**src/ptb_pkg.sv**
```systemverilog
// Purpose: Shared constants and types of the periodic timebase block
// Assumes: 32-bit classic Wishbone register access, registers of up to 15 bits in low lanes
// Notes: Offsets are byte addresses of aligned words
package ptb_pkg;

  // Divider chain length and tap table
  localparam int unsigned DIV_W = 15;
  localparam logic [3:0] TAP_BIT [0:7] = '{4'he, 4'hc, 4'ha, 4'h6,
                                            4'h5, 4'h4, 4'h3, 4'h2};

  // Register map (byte addresses)
  localparam logic [7:0] OFS_CTRL = 8'h00;
  localparam logic [7:0] OFS_STAT = 8'h04;
  localparam logic [7:0] OFS_MASK = 8'h08;
  localparam logic [7:0] OFS_COUNT = 8'h0c;

  // Field positions of timebase_control
  localparam int unsigned CTRL_FLAG = 7;
  localparam int unsigned CTRL_RATE_LO = 4;
  localparam int unsigned CTRL_ACK = 3;
  localparam int unsigned CTRL_IRQEN = 2;
  localparam int unsigned CTRL_RUN = 1;

  // Field positions of status and mask
  localparam int unsigned STAT_ROLL = 0;
  localparam int unsigned STAT_OVR = 1;

  // Reset values
  localparam logic [2:0] RATE_RST = 3'h0;
  localparam logic [1:0] MASK_RST = 2'h1;

  // Bus handshake states, one-hot
  typedef enum logic [1:0] {
    BUS_IDLE = 2'b01,
    BUS_ACK = 2'b10
  } ptb_bus_t;

  // Software view of the control register
  typedef struct packed {
    logic flag;
    logic [2:0] rate;
    logic irq_en;
    logic run;
  } ptb_ctrl_t;

  // Wishbone request group from the master
  typedef struct packed {
    logic cyc;
    logic stb;
    logic we;
    logic [7:0] adr;
    logic [3:0] sel;
    logic [31:0] dat;
  } ptb_wb_req_t;

  // Power mode inputs from the system
  typedef struct packed {
    logic wait_mode;
    logic stop_mode;
    logic osc_run_in_stop;
  } ptb_mode_t;

  // Divider state
  typedef struct packed {
    logic [DIV_W-1:0] cnt;
  } ptb_div_st_t;

  // Top-level state
  typedef struct packed {
    ptb_bus_t bus;
    ptb_ctrl_t ctrl;
    logic ovr;
    logic [1:0] mask;
    logic xtal_q;
    logic ack;
    logic [31:0] rdat;
    logic irq;
  } ptb_top_st_t;

endpackage : ptb_pkg

```
**src/ptb_timebase.sv**
```systemverilog
// Purpose: Periodic timebase interrupt generator with Wishbone registers
// Assumes: crystal_clock and mode inputs are synchronous to mclk
// Notes: crystal_clock may run at up to mclk/2; a high level of one mclk cycle is still seen as an edge
//
// The implementer's own choices: the register offsets and register access over Wishbone.
`timescale 1ns/1ps

module ptb_timebase (
  input wire logic mclk,
  input wire logic rst,
  input wire logic crystal_clock,
  input wire ptb_pkg::ptb_mode_t mode,
  input wire ptb_pkg::ptb_wb_req_t wb_req,
  output logic wb_ack_o,
  output logic [31:0] wb_dat_o,
  output logic irq
);

  ptb_pkg::ptb_top_st_t st_r;
  ptb_pkg::ptb_top_st_t st_nxt;
  logic active;
  logic xtal_edge;
  logic tick;
  logic reg_open;
  logic wr_lane;
  logic [ptb_pkg::DIV_W-1:0] div_count;

  // Oscillator presence: it only stops in stop mode without its config bit
  assign active = ~mode.stop_mode | mode.osc_run_in_stop;

  // Rising crystal edge detection; input is already synchronous
  assign xtal_edge = crystal_clock & ~st_r.xtal_q & active;

  // Registers are closed to the processor in both low-power modes
  assign reg_open = ~mode.wait_mode & ~mode.stop_mode;

  // Control lives in byte lane 0 only
  assign wr_lane = wb_req.we & wb_req.sel[0];

  // Divider chain, cleared whenever the block is off
  ptb_divider u_div (
    .mclk(mclk),
    .rst(rst),
    .clear(~st_r.ctrl.run),
    .advance(xtal_edge & st_r.ctrl.run),
    .rate_sel(st_r.ctrl.rate),
    .count(div_count),
    .tick(tick)
  );

  // Next-state logic: bus access first, hardware sets last so set wins
  always_comb begin
    st_nxt = st_r;
    st_nxt.ack = 1'b0;
    st_nxt.xtal_q = crystal_clock;

    unique case (st_r.bus)
      ptb_pkg::BUS_IDLE: begin
        if (wb_req.cyc && wb_req.stb) begin
          st_nxt.bus = ptb_pkg::BUS_ACK;
          st_nxt.ack = 1'b1;
          st_nxt.rdat = 32'h0000_0000;
          if (reg_open) begin
            case (wb_req.adr)
              ptb_pkg::OFS_CTRL: begin
                // Acknowledge bit always reads zero
                st_nxt.rdat[7:0] = {st_r.ctrl.flag, st_r.ctrl.rate, 1'b0,
                                    st_r.ctrl.irq_en, st_r.ctrl.run, 1'b0};
                if (wr_lane) begin
                  // Flag bit ignores writes; the acknowledge bit here or a status write-one clears it
                  st_nxt.ctrl.rate = wb_req.dat[ptb_pkg::CTRL_RATE_LO +: 3];
                  st_nxt.ctrl.irq_en = wb_req.dat[ptb_pkg::CTRL_IRQEN];
                  st_nxt.ctrl.run = wb_req.dat[ptb_pkg::CTRL_RUN];
                  if (wb_req.dat[ptb_pkg::CTRL_ACK]) begin
                    st_nxt.ctrl.flag = 1'b0;
                  end
                end
              end
              ptb_pkg::OFS_STAT: begin
                st_nxt.rdat[ptb_pkg::STAT_ROLL] = st_r.ctrl.flag;
                st_nxt.rdat[ptb_pkg::STAT_OVR] = st_r.ovr;
                if (wr_lane) begin
                  // Write one to clear, shared with the acknowledge bit
                  if (wb_req.dat[ptb_pkg::STAT_ROLL]) begin
                    st_nxt.ctrl.flag = 1'b0;
                  end
                  if (wb_req.dat[ptb_pkg::STAT_OVR]) begin
                    st_nxt.ovr = 1'b0;
                  end
                end
              end
              ptb_pkg::OFS_MASK: begin
                st_nxt.rdat[1:0] = st_r.mask;
                if (wr_lane) begin
                  st_nxt.mask = wb_req.dat[1:0];
                end
              end
              ptb_pkg::OFS_COUNT: begin
                st_nxt.rdat[ptb_pkg::DIV_W-1:0] = div_count;
              end
              default: begin
                // Unmapped: answered, reads zero, writes dropped
                st_nxt.rdat = 32'h0000_0000;
              end
            endcase
          end
        end
      end
      ptb_pkg::BUS_ACK: begin
        // Ack lasts one cycle; a strobe still held is taken again from idle
        st_nxt.bus = ptb_pkg::BUS_IDLE;
      end
      default: begin
        st_nxt.bus = ptb_pkg::BUS_IDLE;
      end
    endcase

    // Rollover event; an event in the clear cycle is kept
    if (tick) begin
      st_nxt.ovr = st_nxt.ovr | st_r.ctrl.flag;
      st_nxt.ctrl.flag = 1'b1;
    end

    // Level interrupt: registered so the pin comes from a flop
    st_nxt.irq = (st_nxt.ctrl.flag & st_nxt.ctrl.irq_en & st_nxt.mask[ptb_pkg::STAT_ROLL])
               | (st_nxt.ovr & st_nxt.ctrl.irq_en & st_nxt.mask[ptb_pkg::STAT_OVR]);
  end

  // State register, synchronous reset
  always_ff @(posedge mclk) begin
    if (rst) begin
      st_r.bus <= ptb_pkg::BUS_IDLE;
      st_r.ctrl.flag <= 1'b0;
      st_r.ctrl.rate <= ptb_pkg::RATE_RST;
      st_r.ctrl.irq_en <= 1'b0;
      st_r.ctrl.run <= 1'b0;
      st_r.ovr <= 1'b0;
      st_r.mask <= ptb_pkg::MASK_RST;
      st_r.xtal_q <= 1'b0;
      st_r.ack <= 1'b0;
      st_r.rdat <= 32'h0000_0000;
      st_r.irq <= 1'b0;
    end else begin
      st_r <= st_nxt;
    end
  end

  // Outputs straight from the state flops
  assign wb_ack_o = st_r.ack;
  assign wb_dat_o = st_r.rdat;
  assign irq = st_r.irq;

endmodule : ptb_timebase

```
**src/ptb_divider.sv**
```systemverilog
// Purpose: Fifteen-stage divider chain with selectable rollover tap
// Assumes: advance is a one-cycle pulse per crystal edge
// Notes: tick is combinational and is registered by the parent
`timescale 1ns/1ps
module ptb_divider (
  input wire logic mclk,
  input wire logic rst,
  input wire logic clear,
  input wire logic advance,
  input wire logic [2:0] rate_sel,
  output logic [ptb_pkg::DIV_W-1:0] count,
  output logic tick
);

  ptb_pkg::ptb_div_st_t st_r;
  ptb_pkg::ptb_div_st_t st_nxt;
  logic [ptb_pkg::DIV_W-1:0] inc;
  logic [3:0] tap;

  // Tap bit rising gives the first tick at half the period, later ones at full
  always_comb begin
    st_nxt = st_r;
    tick = 1'b0;
    tap = ptb_pkg::TAP_BIT[rate_sel];
    inc = st_r.cnt + {{(ptb_pkg::DIV_W-1){1'b0}}, 1'b1};
    if (clear) begin
      st_nxt.cnt = '0;
    end else if (advance) begin
      st_nxt.cnt = inc;
      tick = ~st_r.cnt[tap] & inc[tap];
    end
  end

  // State register
  always_ff @(posedge mclk) begin
    if (rst) begin
      st_r <= '0;
    end else begin
      st_r <= st_nxt;
    end
  end

  assign count = st_r.cnt;

endmodule : ptb_divider

```
**config.mk**
```make
export PLATFORM = sky130hd
export DESIGN_NAME = ptb_timebase
export DESIGN_NICKNAME = d
export VERILOG_FILES = /design/src/ptb_pkg.sv /design/src/ptb_timebase.sv /design/src/ptb_divider.sv
export SDC_FILE = /design/constraint.sdc
export NUM_CORES = 1
export LEC_CHECK = 0
export BUFFER_PORTS_ARGS = -buffer_cell sky130_fd_sc_hd__buf_2
export CAP_MARGIN = 15
export CORE_AREA = 2 2 91 93
export CTS_CLUSTER_DIAMETER = 120
export CTS_CLUSTER_SIZE = 20
export DETAILED_ROUTE_END_ITERATION = 12
export DIE_AREA = 0 0 93 95
export HOLD_SLACK_MARGIN = 0.06
export SETUP_SLACK_MARGIN = 0.3
export SYNTH_ARGS = -nofsm -noshare
export SYNTH_HDL_FRONTEND = slang
export SYNTH_HIERARCHICAL = 1
export SYNTH_SLANG_ARGS = --single-unit
```
**constraint.sdc**
```tcl
create_clock -name mclk -period 6.22 [get_ports mclk]
set_input_delay 0.311 -clock mclk [delete_from_list [all_inputs] [get_ports mclk]]
set_output_delay 0.311 -clock mclk [all_outputs]
set_load 0.005 [all_outputs]
```
Yosys cells after proc, flatten, opt, wreduce, memory -nomap -nowiden:

Memory sizes are Yosys's and may differ from the RTL's.
Cells that the tools add are included.

* register bits: 61
* bits in latches: 0
* memory bits (writable): 0
* bits in read-only memories: 32
* bits of input ports: 53
* output and inout bits: 34
* logic and storage cells: 75
* memories: 1

Memories
* (name not given): words 8, width 4, rd ports 1, clocked after Yosys merged registers in 0, wr ports 0, RTL line ptb_divider.sv:24 `tap = ptb_pkg::TAP_BIT[rate_sel];`

* add/subtract/negate cells: 1
* multiply operators: 0
* div/mod/pow operators: 0
* magnitude comparators: 2
* equality and inequality tests: 4
* shift-type cells: 0
* muxes and demuxes: 29
* bitwise operators: 20
* reduce and logical (&&, ||, !) cells: 6

Operators with widths (count)
* two-way mux 33 bit: 1
* two-way mux 9 bit: 3
* == test 8 x 4 -> 1 bit (second input constant): 2
* adder 15 x 1 -> 15 bit (second input constant): 1
* two-way mux 15 bit: 1
* two-way mux 1 bit: 12
* case mux 6 bit (2 select lines): 1
* AND 1 bit: 10
* binary-select mux 1 bit (select 4 bit): 2
* == test 8 x 3 -> 1 bit (second input constant): 1
* logical NOT 8 bit: 1
* two-way mux 4 bit: 2
* case mux 2 bit (4 select lines): 1
* two-way mux 7 bit: 1
* two-way mux 6 bit: 1
* inverter 1 bit: 6
* < comparator 4 x 5 -> 1 bit (second input constant): 1
* two-way mux 5 bit: 1
* AND reduction 5 bit: 1
* >= comparator 4 bit (second input constant): 1
* two-way mux 2 bit: 2
* inverter 3 -> 4 bit: 1
* OR reduction 2 bit: 2
* OR 1 bit: 3
* 4 further kinds: 4

Longest topological paths before layout:

* depth after elaboration: 14
* mapped depth: 11
* mapped depth without buffers: 11

Hierarchy:

The synthesis kept the hierarchy.

Modules (own cells, without submodules)
* ptb_timebase: times used 1, cells an instance 158, area an instance 1427.6 µm², seq. area each 580.6 µm²
* ptb_divider: times used 1, cells an instance 108, area an instance 878.3 µm², seq. area each 300.3 µm²

Least setup slack after synthesis:

Ideal clock, no wire load.

* path kind: flip-flop to flip-flop
* from: register u_div.st_r, in the netlist u_div/count[0]
* to: register irq (netlist name)
* library setup time: 0.131 ns
* arrival: 2.215 ns
* required time: 6.089 ns
* slack: 3.875 ns
* stages on the path, launching flop included: 11
* buffers on the path: 0
* path through: dfxtp_1 ha_1 nand4_1 nor3b_1 a211oi_1 o311a_1 nand2_1 nand3_1 o41ai_1 o32a_1 nor3_1

* word-level cells in the longest chain between the ends: 10
* elaborated cells between the ends (all ways): 16
* those cells by class: add/sub (1); mux (8); bitwise (7)

Ends and longest elaborated chain
* start, declared: RTL line ptb_divider.sv:15 `ptb_pkg::ptb_div_st_t st_r;`
* start signal, assigned: RTL line ptb_divider.sv:39 `st_r <= st_nxt;`
* adder 15 x 1 -> 15 bit / binary-select mux 1 bit (select 4 bit) (equally long branches): RTL line ptb_divider.sv:25, ptb_divider.sv:30
* binary-select mux 1 bit (select 4 bit) / two-way mux 1 bit (equally long branches): RTL line ptb_divider.sv:30 `tick = ~st_r.cnt[tap] & inc[tap];`
* two-way mux 1 bit (not written as such) / inverter 1 bit (equally long branches): RTL line ptb_divider.sv:30
* AND 1 bit (*): RTL line ptb_divider.sv:30
* two-way mux 1 bit (*): RTL line ptb_divider.sv:28 `end else if (advance) begin`
* two-way mux 1 bit (*): RTL line ptb_divider.sv:26 `if (clear) begin`
* named net tick: RTL line ptb_timebase.sv:23 `logic tick;`
* two-way mux 1 bit: RTL line ptb_timebase.sv:119 `if (tick) begin`
* AND 1 bit, on equally long branches (2 in series): RTL line ptb_timebase.sv:125, ptb_timebase.sv:126
* OR 1 bit (*): RTL line ptb_timebase.sv:126 `| (st_nxt.ovr & st_nxt.ctrl.irq_en & st_nxt.mask[ptb_pkg::STAT_OVR]);`

The timed path passes the listed nets; every way through them passes the cells marked *. The select of a mux whose other input is x is not followed.
A chain may end at the register's enable or synchronous reset.

Worst setup path after layout:

* from: register u_div.st_r, in the netlist u_div/count[0]
* to: register irq (netlist name)

* word-level cells in the longest chain between the ends: 10
* elaborated cells between the ends (all ways): 16
* those cells by class: add/sub (1); mux (8); bitwise (7)

Ends and longest elaborated chain (RTL line)
* adder 15 x 1 -> 15 bit / binary-select mux 1 bit (select 4 bit) (equally long branches): ptb_divider.sv:25, ptb_divider.sv:30
* binary-select mux 1 bit (select 4 bit) / two-way mux 1 bit (equally long branches): ptb_divider.sv:30
* two-way mux 1 bit (not written as such) / inverter 1 bit (equally long branches): ptb_divider.sv:30
* AND 1 bit (*): ptb_divider.sv:30
* two-way mux 1 bit (*): ptb_divider.sv:28
* two-way mux 1 bit (*): ptb_divider.sv:26
* named net tick: ptb_timebase.sv:23
* two-way mux 1 bit: ptb_timebase.sv:119
* AND 1 bit, on equally long branches (2 in series): ptb_timebase.sv:125, ptb_timebase.sv:126
* OR 1 bit (*): ptb_timebase.sv:126

Marks and branches as above.

==> flow_metrics.py <==
metrics = {
    "run": {
        "cap_violations": 0,
    },
    "min_path": {
        "hold_class": "in2reg",
    },
    "detailed_routing": {
        "vias": 1771,
        "wire_per_inst_um": 11.5,
        "wirelength_mm": 4.50,
        "drt-vias-per-instance": 4.54,
        "drt_pre_antenna_iters": 4,
        "drt_iter0_drc": 79,
        "drc_errors": 0,
        "detail-route-antenna-nets": 0,
    },
    "clock_network": {
        "htreeDepth": 2,
        "cts_setup_buffers": 0,
        "clkSinkCount": 44,
        "cts_inserted_buffers": 5,
        "cts_tree": "done",
        "cts.reportedPaths.clkPinSlew_ps": 80,
        "cts-root-buf": "clkbuf_8",
        "clk_latency_ps": 290,
        "clockBufferDepth": 2,
        "hold_buffers": 0,
        "post_cts_resized": 0,
    },
    "die": {
        "ios": 87,
        "core.rowCount": 33,
        "initial_core_util_pct": 29.1,
        "core-area_mm2": 0.00793,
        "die_area_mm2": 0.00884,
        "die_h_um": 95,
        "dieWidth_um": 93,
    },
    "critical_path": {
        "critPathKind": "reg2reg",
        "r2r_slack_ps": 3360,
        "critPathMaxFanout": 6,
        "required_ps": 6390,
        "start_kind": "flip-flop",
        "endpoint_kind": "flip-flop",
        "cp_data_arrival_time_ps": 3030,
    },
    "synthesis": {
        "synth_most_common_cell": "dfxtp_1",
        "ys_top_cells_by_area": "dfxtp_1 38%, buf_4 10%, nor2_1 6.0%",
        "synth_cells": 266,
        "synthMuxAreaShare_pct": 5.37,
        "synth_top_family_by_area": "simple AND/OR/NAND/NOR gates",
        "synth_compound_area_share_pct": 11.9,
        "ys_ff_latch": 44,
        "synth-simple-area-share_pct": 24.4,
        "synth_common_cells": "44 x dfxtp_1, 37 x nor2_1, 32 x buf_4, 19 x nand2_1, 13 x a22oi_1",
        "yosys.area.top_type": "dfxtp_1",
        "yosysSeqAreaShare_pct": 38.2,
        "ys_types": 46,
        "synth_area_per_cell_um2": 8.67,
        "synth_adder_area_share_pct": 0.543,
        "async_flop_share_pct": 0,
        "synth_edf_count": 0,
        "ys.flop_type": "dfxtp_1",
        "yosys.area_share.xor_xnor_pct": 5.70,
        "yosysWarnings": 6,
        "syn_area_mm2": 0.00231,
        "synth.top_cell.area_share_pct": 38.2,
    },
    "global_routing": {
        "antenna_found_initial": 0,
        "grt_max_degree": 30,
        "grt_pass1_vias": 1610,
        "grt_use_total_pct": 10.9,
        "gr-total-overflow": 0,
        "grt_pass1_wl_mm": 7.70,
    },
    "finish": {
        "syn_to_final_growth_pct": 11.1,
        "antenna_cells": 0,
        "fin_nets": 338,
        "fillers": 858,
        "drive_gt1_share_pct": 20.0,
    },
    "timing": {
        "fmax_mhz": 349,
        "rsz0062_at_grt": "no",
        "finalSetupViolCount": 0,
        "relSlewSlack_pct": 42.4,
        "drv_slew": 0,
        "finalCritPeriodShare_pct": 46.0,
        "hold_violations": 0,
        "tns_ps": 0,
        "tightest_slew_ps": 861,
        "fin_crit_ps": 2860,
        "skew_ps": 4.50,
        "setup_ws_ps": 3360,
    },
    "place": {
        "preCtsSetupSlack_ps": 3420,
        "hpwlAfterDp_mm": 3.36,
        "place_congestion": 0.829,
        "numPortBuffers": 41,
    },
    "pwr": {
        "ir_drop_uv": 90.1,
        "leakage_uw": 0.00101,
        "p_per_area_mw_per_mm2": 235,
    },
    "run_status": {
        "status": "completed",
    },
}
[logic make-up after synthesis]
| kind of cell | count (synthesis) |
|---|---|
| compound gates | 39 |
| xor+xnor | 15 |
| fa+ha+maj | 1 |
| buf+inv | 51 |
| flops | 44 |
| mux | 11 |
| other cells | 1 |
| simple gates | 104 |
[per-stage QoR]
stage | area (µm²) | hold WS, ps | util (%) | power (µW) | cells
2_1_floorplan | 2370 | 432 | - | 310 | 282
3_3_place_gp | 2400 | 442 | 30.3 | 313 | 382
3_5_place_dp | 2400 | 448 | 30.3 | 314 | 382
4_1_cts | 2560 | 235 | 32.3 | 613 | 390
5_1_grt | 2560 | 245 | 32.3 | 623 | 390
6_report | 2560 | 246 | 32.3 | 603 | 390
[routing by layer]
layer | GRT usage (%) | vias to the layer above | share of wire (%)
met5 | 0 | - | 0
li1 | - | 918 | -
met4 | 4.41 | 0 | 1.9
met1 | 13.7 | 816 | 46
met2 | 18.8 | 31 | 48
met3 | 1.76 | 6 | 3.6
[area by class of cell]
class                      instances  area [µm²]  area share, %
clock buffer                       5        68.8           2.69
sequential                        44         881           34.4
tap                              105         131           5.13
inverter                           5        18.8          0.732
timing repair buffer              41         205           8.01
clock inverter                     3        90.1           3.52
multi-input combinational        187        1170           45.6
[critical path, stage by stage, from the launching register on]
cell	delay [ps]
dfxtp_1	460
ha_1	270
nand4_1	220
nor3b_1	410
a211oi_1	150
o311a_1	360
nand2_1	110
nand3_1	80
o41ai_1	360
o32a_1	260
nor3_1	50
[layout by cell type (no fill, tap or decap), types with 4 or more instances in the layout]
| master | netlist | layout |
|---|---|---|
| dfxtp_1 | 44 | 44 |
| buf_2 | 4 | 41 |
| nor2_1 | 37 | 37 |
| nand2_1 | 19 | 19 |
| conb_1 | 1 | 17 |
| a22oi_1 | 13 | 13 |
| a21oi_1 | 10 | 10 |
| xor2_1 | 10 | 10 |
| mux2i_1 | 9 | 9 |
| nand4_1 | 7 | 7 |
| nor3_1 | 6 | 6 |
| inv_1 | 5 | 5 |
| clkbuf_8 | 0 | 5 |
| xnor2_1 | 5 | 5 |
| and3_1 | 4 | 4 |
| o21ai_0 | 4 | 4 |
[power by group]
group	internal [µW]	switching [µW]
Sequential	282	0.329
Combinational	8.96	15.0
Clock	201	95.8
Total	492	111
[flip-flops by register name, indices dropped and copies added (netlist names)]
register,count
u_div/count,15
wb_dat_o,15
st_r,12
irq,1
wb_ack_o,1
[worst paths after layout]
| path | start | endpoint | depth (start not counted) |
|---|---|---|---|
| setup / recovery | u_div/count[0]$_SDFFE_PP0P_ | irq$_SDFF_PP0_ | 10 |
| hold / removal | wb_req[6] | st_r[42]$_SDFFE_PP0P_ | 3 |
| setup reg to reg | u_div/count[0]$_SDFFE_PP0P_ | irq$_SDFF_PP0_ | 10 |
| hold reg to reg | wb_dat_o[1]$_SDFFE_PP0P_ | wb_dat_o[1]$_SDFFE_PP0P_ | 2 |
No activity file was read; power rests on OpenSTA's default activity.
